File: config.mk
export PLATFORM = sky130hd
export DESIGN_NAME = sbcpc_standby_ctrl
export DESIGN_NICKNAME = d
export VERILOG_FILES = /design/src/logic/sbcpc_pkg.sv /design/src/logic/sbcpc_sync2.sv /design/src/logic/sbcpc_tick_div.sv /design/src/logic/sbcpc_standby_ctrl.sv
export VERILOG_INCLUDE_DIRS = /design/src /design/src/logic
export SDC_FILE = /design/constraint.sdc
export NUM_CORES = 1
export LEC_CHECK = 0
export BUFFER_PORTS_ARGS = -buffer_cell sky130_fd_sc_hd__buf_2
export CAP_MARGIN = 20
export CORE_AREA = 10 10 87 89
export CTS_CLUSTER_SIZE = 25
export DETAILED_ROUTE_END_ITERATION = 8
export DIE_AREA = 0 0 97 99
export PLACE_DENSITY = 0.82
export SLEW_MARGIN = 20
export SYNTH_ARGS = -nofsm -noshare
export SYNTH_HDL_FRONTEND = slang
export SYNTH_HIERARCHICAL = 1
export SYNTH_SLANG_ARGS = --single-unit
File: constraint.sdc
create_clock -name clk_sys_i -period 5.4 [get_ports clk_sys_i]
set_input_delay 0.54 -clock clk_sys_i [delete_from_list [all_inputs] [get_ports clk_sys_i]]
set_output_delay 0.54 -clock clk_sys_i [all_outputs]
set_load 0.01 [all_outputs]
File: src/logic/sbcpc_defines.svh
`ifndef SBCPC_DEFINES_SVH
`define SBCPC_DEFINES_SVH

// ----------------------------------------------------------------
// Divider and counter figures
// ----------------------------------------------------------------
`define SBCPC_CT_DIV        32
`define SBCPC_CT_DIV_W      5
`define SBCPC_SYS_DIV       512
`define SBCPC_SYS_DIV_W     9
`define SBCPC_WDT_W         12
`define SBCPC_WDT_LOAD      12'hFFF
`define SBCPC_WDT_MSB       11
`define SBCPC_EXT_REC_F2    7
`define SBCPC_EXT_CNT_W     3
`define SBCPC_EXT_REC_LAST  3'h6

`endif

File: src/logic/sbcpc_pkg.sv
package sbcpc_pkg;

    // ----------------------------------------------------------------
    // Standby states, one-hot
    // ----------------------------------------------------------------
    typedef enum logic [5:0] {
        SBCPC_RUN      = 6'h01,
        SBCPC_WAIT     = 6'h02,
        SBCPC_WSTOP    = 6'h04,
        SBCPC_STOP     = 6'h08,
        SBCPC_WDT_REC  = 6'h10,
        SBCPC_EXT_REC  = 6'h20
    } sbcpc_state_t;

endpackage : sbcpc_pkg

File: src/logic/sbcpc_sync2.sv
module sbcpc_sync2 (
    input  wire logic clk_sys_i,
    input  wire logic nrst_i,
    input  wire logic async_i,
    output logic      sync_o
);

    logic meta_reg;

    // ----------------------------------------------------------------
    // Two-stage synchroniser
    // ----------------------------------------------------------------
    always_ff @(posedge clk_sys_i or negedge nrst_i)
    begin
        if (!nrst_i)
        begin
            meta_reg <= 1'b0;
            sync_o   <= 1'b0;
        end
        else
        begin
            meta_reg <= async_i;
            sync_o   <= meta_reg;
        end
    end

endmodule : sbcpc_sync2

File: src/logic/sbcpc_tick_div.sv
module sbcpc_tick_div #(
    parameter int W = 5
) (
    input  wire logic         clk_sys_i,
    input  wire logic         nrst_i,
    input  wire logic         tick_i,
    input  wire logic         clear_i,
    output logic              pulse_o,
    output logic [W-1:0]      count_o
);

    // ----------------------------------------------------------------
    // Divide tick pulses by 2**W
    // ----------------------------------------------------------------
    always_ff @(posedge clk_sys_i or negedge nrst_i)
    begin
        if (!nrst_i)
            count_o <= '0;
        else if (clear_i)
            count_o <= '0;
        else if (tick_i)
            count_o <= count_o + 1'b1;
    end

    assign pulse_o = tick_i && (&count_o) && !clear_i;

endmodule : sbcpc_tick_div

File: src/logic/sbcpc_standby_ctrl.sv
// Behaviour
// - Port-select set, event mode: timer gets sub/32
// - Dummy write clears the divide-by-32 prescaler
// - No sub clock, main_div_sel_i clear: base main/2, or main/16
// - Port-select clear, source bit set: main/32
// - Wait, stop bit 0: only CPU clock held
// - Wait, stop bit 1: system and divided clocks stop
// - Sub-clock timer source keeps running in wait
// - Interrupt ends wait, CPU clock restarts at once
// - Halt stops oscillator, watchdog loaded FFF
// - Watchdog forced to f32 main or f8 sub
// - Forcing ends at watchdog top bit zero or reset
// - Reset or interrupt ends halt, clocks resume
// - Internal oscillator: CPU waits for watchdog top bit
// - Reset from halt restarts CPU clock at once
// - External clock: CPU restarts on seventh base clock
// - External bit disables internal oscillation circuit
// - Port-select bit is sticky until reset
`include "sbcpc_defines.svh"

module sbcpc_standby_ctrl (
    input  wire logic                    clk_sys_i,
    input  wire logic                    nrst_i,
    input  wire logic                    sub_clk_i,
    input  wire logic                    osc_ctrl_wr_i,
    input  wire logic                    port_sel_wdata_i,
    input  wire logic                    sys_sel_wdata_i,
    input  wire logic                    prescaler_reset_i,
    input  wire logic                    main_div_sel_i,
    input  wire logic                    ct_src_sel_i,
    input  wire logic                    ct_event_mode_i,
    input  wire logic                    wait_clk_stop_i,
    input  wire logic                    main_ext_sel_i,
    input  wire logic                    sub_ext_sel_i,
    input  wire logic                    wdt_freq_sel_i,
    input  wire logic                    wait_instruction_i,
    input  wire logic                    halt_oscillator_instruction_i,
    input  wire logic                    bus_cycle_busy_i,
    input  wire logic                    irq_accept_i,
    output logic                         sub_clock_port_select_bit_o,
    output logic                         system_clock_select_bit_o,
    output logic                         main_osc_en_o,
    output logic                         sub_osc_en_o,
    output logic                         sys_clk_run_o,
    output logic                         cpu_clk_en_o,
    output logic                         peripheral_base_clock_o,
    output logic                         clock_timer_div32_source_o,
    output logic                         clock_timer_count_o,
    output logic                         wdt_tick_o,
    output logic                         wdt_forced_o,
    output logic [`SBCPC_WDT_W-1:0]      wdt_count_o,
    output sbcpc_pkg::sbcpc_state_t      standby_state_o
);

    import sbcpc_pkg::*;

    // ----------------------------------------------------------------
    // Declarations
    // ----------------------------------------------------------------
    sbcpc_state_t                   state_reg;
    sbcpc_state_t                   state_next;
    logic                           port_sel_reg;
    logic                           sys_sel_reg;
    logic                           pend_wait_reg;
    logic                           pend_halt_reg;
    logic                           sub_sync;
    logic                           sub_prev_reg;
    logic                           sub_rise;
    logic                           sub_is_sys;
    logic                           osc_run;
    logic                           sys_run;
    logic                           sys_tick;
    logic                           ct_tick;
    logic                           ct_pulse;
    logic [`SBCPC_CT_DIV_W-1:0]     ct_count;
    logic [`SBCPC_SYS_DIV_W-1:0]    sys_count;
    logic                           f8_raw;
    logic                           f16_raw;
    logic                           f32_raw;
    logic                           f512_raw;
    logic                           f2_raw;
    logic                           wdt_tick;
    logic                           ext_active;
    logic [`SBCPC_EXT_CNT_W-1:0]    ext_cnt_reg;
    logic [`SBCPC_WDT_W-1:0]        wdt_reg;
    logic                           forced_reg;
    logic                           enter_halt;

    // ----------------------------------------------------------------
    // Software control bits
    // ----------------------------------------------------------------
    always_ff @(posedge clk_sys_i or negedge nrst_i)
    begin
        if (!nrst_i)
            port_sel_reg <= 1'b0;
        else if (osc_ctrl_wr_i && port_sel_wdata_i)
            port_sel_reg <= 1'b1;
    end

    // Both bits cannot be raised by one write
    always_ff @(posedge clk_sys_i or negedge nrst_i)
    begin
        if (!nrst_i)
            sys_sel_reg <= 1'b0;
        else if (osc_ctrl_wr_i && !(sys_sel_wdata_i && port_sel_wdata_i && !port_sel_reg))
            sys_sel_reg <= sys_sel_wdata_i;
    end

    // ----------------------------------------------------------------
    // Sub clock pin
    // ----------------------------------------------------------------
    sbcpc_sync2 u_sub_sync (
        .clk_sys_i (clk_sys_i),
        .nrst_i    (nrst_i),
        .async_i   (sub_clk_i),
        .sync_o    (sub_sync)
    );

    always_ff @(posedge clk_sys_i or negedge nrst_i)
    begin
        if (!nrst_i)
            sub_prev_reg <= 1'b0;
        else
            sub_prev_reg <= sub_sync;
    end

    // Sub oscillation only counts once the port is selected and running
    assign sub_rise   = sub_sync && !sub_prev_reg && port_sel_reg && osc_run;
    assign sub_is_sys = port_sel_reg && sys_sel_reg;

    // ----------------------------------------------------------------
    // Clock run levels per state
    // ----------------------------------------------------------------
    assign osc_run = (state_reg != SBCPC_STOP);
    assign sys_run = (state_reg == SBCPC_RUN) || (state_reg == SBCPC_WAIT)
                  || (state_reg == SBCPC_WDT_REC)
                  || (state_reg == SBCPC_EXT_REC);
    assign sys_tick = sys_run && (sub_is_sys ? sub_rise : 1'b1);

    // ----------------------------------------------------------------
    // Divided clocks
    // ----------------------------------------------------------------
    sbcpc_tick_div #(
        .W (`SBCPC_SYS_DIV_W)
    ) u_sys_div (
        .clk_sys_i (clk_sys_i),
        .nrst_i    (nrst_i),
        .tick_i    (sys_tick),
        .clear_i   (1'b0),
        .pulse_o   (f512_raw),
        .count_o   (sys_count)
    );

    assign f8_raw  = sys_tick && (&sys_count[2:0]);
    assign f16_raw = sys_tick && (&sys_count[3:0]);
    assign f32_raw = sys_tick && (&sys_count[4:0]);

    always_comb
    begin
        if (sub_is_sys)
            f2_raw = sys_tick && sys_count[0];
        else if (sys_sel_reg)
            f2_raw = main_div_sel_i ? f8_raw : f16_raw;
        else
            f2_raw = main_div_sel_i ? sys_tick : (sys_tick && sys_count[0]);
    end

    // ----------------------------------------------------------------
    // Clock timer source prescaler
    // ----------------------------------------------------------------
    // Sub path is not gated by the system clock, so it counts in wait
    assign ct_tick = port_sel_reg ? sub_rise : sys_run;

    sbcpc_tick_div #(
        .W (`SBCPC_CT_DIV_W)
    ) u_ct_div (
        .clk_sys_i (clk_sys_i),
        .nrst_i    (nrst_i),
        .tick_i    (ct_tick),
        .clear_i   (prescaler_reset_i),
        .pulse_o   (ct_pulse),
        .count_o   (ct_count)
    );

    // ----------------------------------------------------------------
    // Standby request capture
    // ----------------------------------------------------------------
    // Requests wait here while the current bus cycle finishes
    always_ff @(posedge clk_sys_i or negedge nrst_i)
    begin
        if (!nrst_i)
            pend_wait_reg <= 1'b0;
        else if (wait_instruction_i)
            pend_wait_reg <= 1'b1;
        else if (state_reg == SBCPC_RUN && !bus_cycle_busy_i && !pend_halt_reg)
            pend_wait_reg <= 1'b0;
    end

    always_ff @(posedge clk_sys_i or negedge nrst_i)
    begin
        if (!nrst_i)
            pend_halt_reg <= 1'b0;
        else if (halt_oscillator_instruction_i)
            pend_halt_reg <= 1'b1;
        else if (state_reg == SBCPC_RUN && !bus_cycle_busy_i)
            pend_halt_reg <= 1'b0;
    end

    // ----------------------------------------------------------------
    // Standby state machine
    // ----------------------------------------------------------------
    assign ext_active = sub_is_sys ? sub_ext_sel_i : main_ext_sel_i;
    assign enter_halt = (state_reg == SBCPC_RUN) && pend_halt_reg && !bus_cycle_busy_i;

    always_comb
    begin
        state_next = state_reg;
        case (state_reg)
            SBCPC_RUN:
            begin
                if (enter_halt)
                    state_next = SBCPC_STOP;
                else if (pend_wait_reg && !bus_cycle_busy_i)
                    state_next = wait_clk_stop_i ? SBCPC_WSTOP : SBCPC_WAIT;
            end
            SBCPC_WAIT, SBCPC_WSTOP:
            begin
                if (irq_accept_i)
                    state_next = SBCPC_RUN;
            end
            SBCPC_STOP:
            begin
                if (irq_accept_i)
                    state_next = ext_active ? SBCPC_EXT_REC : SBCPC_WDT_REC;
            end
            SBCPC_WDT_REC:
            begin
                if (!wdt_reg[`SBCPC_WDT_MSB])
                    state_next = SBCPC_RUN;
            end
            SBCPC_EXT_REC:
            begin
                if (f2_raw && ext_cnt_reg == `SBCPC_EXT_REC_LAST)
                    state_next = SBCPC_RUN;
            end
            default:
                state_next = SBCPC_RUN;
        endcase
    end

    // Reset lands in run: CPU clock restarts at once
    always_ff @(posedge clk_sys_i or negedge nrst_i)
    begin
        if (!nrst_i)
            state_reg <= SBCPC_RUN;
        else
            state_reg <= state_next;
    end

    // ----------------------------------------------------------------
    // External clock recovery count
    // ----------------------------------------------------------------
    always_ff @(posedge clk_sys_i or negedge nrst_i)
    begin
        if (!nrst_i)
            ext_cnt_reg <= '0;
        else if (state_reg != SBCPC_EXT_REC)
            ext_cnt_reg <= '0;
        else if (f2_raw)
            ext_cnt_reg <= ext_cnt_reg + 1'b1;
    end

    // ----------------------------------------------------------------
    // Watchdog count clock and counter
    // ----------------------------------------------------------------
    always_comb
    begin
        if (forced_reg)
            wdt_tick = sub_is_sys ? f8_raw : f32_raw;
        else
            wdt_tick = wdt_freq_sel_i ? f512_raw : f32_raw;
    end

    always_ff @(posedge clk_sys_i or negedge nrst_i)
    begin
        if (!nrst_i)
            forced_reg <= 1'b0;
        else if (enter_halt)
            forced_reg <= 1'b1;
        else if (!wdt_reg[`SBCPC_WDT_MSB])
            forced_reg <= 1'b0;
    end

    // Free-running model only; reload and timeout belong to the watchdog
    always_ff @(posedge clk_sys_i or negedge nrst_i)
    begin
        if (!nrst_i)
            wdt_reg <= `SBCPC_WDT_LOAD;
        else if (enter_halt)
            wdt_reg <= `SBCPC_WDT_LOAD;
        else if (wdt_tick)
            wdt_reg <= wdt_reg - 1'b1;
    end

    // ----------------------------------------------------------------
    // Registered outputs
    // ----------------------------------------------------------------
    always_ff @(posedge clk_sys_i or negedge nrst_i)
    begin
        if (!nrst_i)
        begin
            main_osc_en_o   <= 1'b1;
            sub_osc_en_o    <= 1'b0;
            sys_clk_run_o   <= 1'b1;
            cpu_clk_en_o    <= 1'b1;
            standby_state_o <= SBCPC_RUN;
        end
        else
        begin
            main_osc_en_o   <= (state_next != SBCPC_STOP) && !main_ext_sel_i;
            sub_osc_en_o    <= (state_next != SBCPC_STOP) && port_sel_reg
                               && !sub_ext_sel_i;
            sys_clk_run_o   <= (state_next != SBCPC_WSTOP)
                               && (state_next != SBCPC_STOP);
            cpu_clk_en_o    <= (state_next == SBCPC_RUN);
            standby_state_o <= state_next;
        end
    end

    always_ff @(posedge clk_sys_i or negedge nrst_i)
    begin
        if (!nrst_i)
        begin
            peripheral_base_clock_o    <= 1'b0;
            clock_timer_div32_source_o <= 1'b0;
            clock_timer_count_o        <= 1'b0;
            wdt_tick_o                 <= 1'b0;
        end
        else
        begin
            peripheral_base_clock_o    <= f2_raw;
            clock_timer_div32_source_o <= ct_pulse;
            clock_timer_count_o        <= ct_pulse && ct_event_mode_i
                                          && (port_sel_reg || ct_src_sel_i);
            wdt_tick_o                 <= wdt_tick;
        end
    end

    always_ff @(posedge clk_sys_i or negedge nrst_i)
    begin
        if (!nrst_i)
        begin
            sub_clock_port_select_bit_o <= 1'b0;
            system_clock_select_bit_o   <= 1'b0;
            wdt_forced_o                <= 1'b0;
            wdt_count_o                 <= `SBCPC_WDT_LOAD;
        end
        else
        begin
            sub_clock_port_select_bit_o <= port_sel_reg;
            system_clock_select_bit_o   <= sys_sel_reg;
            wdt_forced_o                <= forced_reg;
            wdt_count_o                 <= wdt_reg;
        end
    end

endmodule : sbcpc_standby_ctrl

==> results <==
- The run finished with clean final reports.
- The global-route wire length before repair is 11400 µm.
- The pin count of the biggest net entering global routing is 67.
- In this run the power spent charging and discharging nets is about 0.42 mW.
- Global routing used about 14% of the available tracks across all layers.
- In this run the most critical hold path is launched from sub_clk_i.
- Across all register-to-register paths, the minimum setup slack is about 2.3 ns.
- Internal power comes to between 0.9 and 1 mW.
- The portion of synthesized cell area occupied by the leading cell type is a little under a third.
- Together, buffers and inverters on the worst path number 1.
- The detailed router finished its first iteration with 140 violations.
- Walking the worst path, the cells encountered are nor4b_4, a221oi_2, nand2b_1, nor2_1, nand2_1, nor2_1, nand2_1, o41a_1, inv_1, nor3_1, a211oi_1.
- The row count is 28.
- Sequential cells account for about 44% of the total power.
- Synthesis handed over a netlist of about 290 instances.
- For this run, the number of Yosys warnings is 6.
- The count of cell types in the netlist is 60.
- Of all flip-flops after synthesis, the portion carrying an async set or reset was 100%.
- The combined area of all synthesized cells is 0.00315 mm².
- By area the synthesized netlist is led by sky130_fd_sc_hd__dfrtp_1, sky130_fd_sc_hd__dfstp_2, sky130_fd_sc_hd__o21ai_0.
- The class of the tightest hold or removal check is in -> reg.
- In this run the worst path has a maximum fanout of 15.
- The post-route netlist has 29.6% of its cells at a drive strength greater than 1.
- On the worst path, the slowest cell contributes a delay of between 0.5 and 0.6 ns.
- The final count of hold timing violations is 0.
- In the routed layout, each cell is associated on average with a via count of 5.65.
- The finished layout holds 423 standard cells, fillers aside.
- The area added between synthesis and finish is 14.5%.
- TritonCTS built the clock tree.
- Detailed placement ended at an HPWL of 4710 µm.
- The synthesized design contains 0 enable-type register cells.
- The worst hold slack is between 0.2 and 0.3 ns.
- In the finished design, the share of the clock period the worst path needs comes to 57.1%.
- The number of buffer cells added on primary ports is 46.
- At the end of routability-driven placement, the weighted congestion stood at slightly above 0.8.
- After routing, the total negative slack on setup checks comes to 0 ns.
- Post-CTS timing repair inserted 0 buffers for setup.
- The library cell used most frequently in the layout, excluding fill and tap cells, is sky130_fd_sc_hd__buf_2.
- The clock transition at the registers of the reported paths is 0.08 ns.
- STA puts the critical path data arrival time at 3.34 ns.
- The top achievable clock speed is about 320 MHz.
- The leakage component of the power is 1.62 nW.
- The count of TritonRoute iterations in the first routing pass is 4.
- The worst-case headroom to the max-slew limit is between 40% and 50%.
- The buffer type at the clock tree root is sky130_fd_sc_hd__clkbuf_8.
- Leaving out fill and tap cells, the most frequent cells in the layout are sky130_fd_sc_hd__buf_2, sky130_fd_sc_hd__dfrtp_1, sky130_fd_sc_hd__nor2_1, sky130_fd_sc_hd__dfstp_2, sky130_fd_sc_hd__o21ai_0.
- The clock latency of the later-clocked register in the worst-skew pair is 0.34 ns.
- The logic depth of the worst register-to-register path is 11.
- The count of H-tree levels built during CTS is 3.
- Counting flops and latches in the post-synthesis netlist gives 66.
- The number of gates resized after CTS was 0.
- The count of cells along the worst hold path is 1.
- Once detail routing completed, the nets flagged for antenna violations numbered 0.
- The kind of cell with the highest combined delay along the critical path is simple AND/OR/NAND/NOR gates.
- The sequential element share of the synthesized area is around 54%.
- STA classifies the critical path endpoint as a flop.
- The initial antenna violation count was 0.
- STA classifies the critical path startpoint as a flop.
- The average instance in the mapped netlist occupies ~11 µm².
- The repair_antennas step left the layout with diodes totalling 0.
- In the final design database the tool counted ~370 nets.
- The final-report max-slew violation count is 0.
- The worst path in the final design needs a cycle of between 3 and 4 ns, including I/O delays and setup.
- The setup skew after layout is between 0.009 and 0.01 ns.
- The start-to-end type of the worst setup path is reg -> reg.
- The via count of the first global-routing pass is 2406.
- The routed wire length is 6790 µm.
- Cells fill 61.7% of the core in the end.
- The deepest clock path buffer count is 2.
- The standard cell with the maximum stage delay on the critical path is sky130_fd_sc_hd__dfrtp_1.
- The dominant synthesized flop cell is sky130_fd_sc_hd__dfrtp_1.
- After clock tree synthesis, the flow added hold-fix buffers numbering 0.
- The synthesized design spends more area on one cell type than any other, namely sky130_fd_sc_hd__dfrtp_1.
- The initial utilization of the core area, before any placement, comes to around 54%.
- The mean routed wirelength per cell is between 15 and 20 µm.
- The chip width is around 97 µm.
- The die covers just under 0.01 mm².
- In this run the vertical extent of the chip is 99 µm.
- The combinational share of power is 20.9%.
- Setup violations remaining at the end of the flow were counted as 0.
- The end of the worst register-to-register path is wdt_reg[10].
- The power density of the placed cells is ~370 mW/mm².
- Setup repair after global routing left no endpoint under its margin.
- The net switching share of the total power is a little under a third.
- The total overflow left after global routing is 0.
- In the routed design, unresolved DRC markers number 0.
- In this run the count of I/O pins placed on the die edge is 47.
- The number of max-cap violations is 0.
- The number of placed instances, taps included, is about 410.
- TritonCTS created 9 clock buffers.
- The clock network burns between 30% and 40% of the power.
- The area of the core is just under 0.006 mm².
- In this run the critical register-to-register path is launched from standby_state_o[1].
- Data on the critical path is required at its endpoint by 5.66 ns.
- The destination of the worst hold path is u_sub_sync/meta_reg.
- The clock drives 66 sinks.
- Across all layers, the routed design uses between 2k and 2.5k vias.
- The highest ir drop seen on vdd is around 0.22 mV.
- The slew at the pin closest to its max-slew limit is 0.770 ns.
-- per-layer routing --
| layer | GRT usage, % | vias up | share of wire (%) |
|---|---|---|---|
| met4 | 5.56 | 0 | 1.8 |
| met3 | 5.24 | 14 | 4.6 |
| met1 | 16.1 | 1176 | 44 |
| li1 | - | 1145 | - |
| met5 | 0 | - | 0 |
| met2 | 24.2 | 55 | 50 |
-- synthesized netlist by cell type (all sizes together) (3+ instances only) --
master	instances
ha	7
or4	3
or3	6
mux2	3
nor3b	4
o21ai	24
xor2	4
xnor2	5
buf	10
dfstp	28
and3	5
nand4	6
nor2b	3
mux2i	5
inv	10
or3b	3
nand2b	4
nand2	18
a21oi	15
nor2	32
nor3	11
nor4	4
and2b	3
nand3	11
dfrtp	38
-- how the worst max path moves through the flow --
stage	slack, ns	cells after the start	startpoint	to
floorplan	2.92	13	standby_state_o[1]	wdt_reg[8]
global placement	2.52	11	standby_state_o[1]	wdt_reg[4]
detailed placement	2.34	11	standby_state_o[1]	wdt_reg[10]
CTS	2.33	11	standby_state_o[1]	wdt_reg[10]
global route	2.04	11	standby_state_o[1]	wdt_reg[4]
finish	2.32	11	standby_state_o[1]	wdt_reg[10]
-- area by class of cell --
cell class,instances,area [µm²]
Clock buffer,11,163
Clock inverter,5,65.1
Fill cell,452,2240
Inverter,10,37.5
Multi-Input combinational cell,209,1330
Sequential cell,66,1690
Tap cell,75,93.8
Timing Repair Buffer,47,238
-- power by group through the flow --
stage / Sequential, mW / Combinational (mW) / Clock (mW)
6_report: 0.594 / 0.279 / 0.464
5_1_grt: 0.602 / 0.311 / 0.497
4_1_cts: 0.594 / 0.279 / 0.475
3_5_place_dp: 0.602 / 0.276 / 0
3_3_place_gp: 0.598 / 0.268 / 0
2_1_floorplan: 0.596 / 0.212 / 0
-- worst register-to-register path, stage by stage, from the launching register on --
cell,delay (ns)
sky130_fd_sc_hd__dfrtp_1,0.53
sky130_fd_sc_hd__nor4b_4,0.40
sky130_fd_sc_hd__a221oi_2,0.08
sky130_fd_sc_hd__nand2b_1,0.27
sky130_fd_sc_hd__nor2_1,0.53
sky130_fd_sc_hd__nand2_1,0.11
sky130_fd_sc_hd__nor2_1,0.10
sky130_fd_sc_hd__nand2_1,0.06
sky130_fd_sc_hd__o41a_1,0.23
sky130_fd_sc_hd__inv_1,0.37
sky130_fd_sc_hd__nor3_1,0.08
sky130_fd_sc_hd__a211oi_1,0.24
-- cell families after synthesis --
family                     after synthesis  share of synthesized area, %
buffers and inverters                   22                          4.80
muxes                                    8                          2.78
xor gates and xnor gates                 9                          2.50
other                                    1                         0.119
DFF                                     66                          53.5
adders and majority gates                7                          2.78
AOI/OAI and AO/OA                       59                          11.7
and+or+nand+nor                        122                          21.8
-- per-stage QoR --
stage / total power, mW / area (µm²) / worst slack [ns]
floorplan: 0.809 / 3160 / 2.92
global placement: 0.866 / 3380 / 2.52
detailed placement: 0.878 / 3380 / 2.34
CTS: 1.35 / 3610 / 2.33
global route: 1.41 / 3610 / 2.04
finish: 1.34 / 3610 / 2.32
No activity file was read; power rests on OpenSTA's default activity.
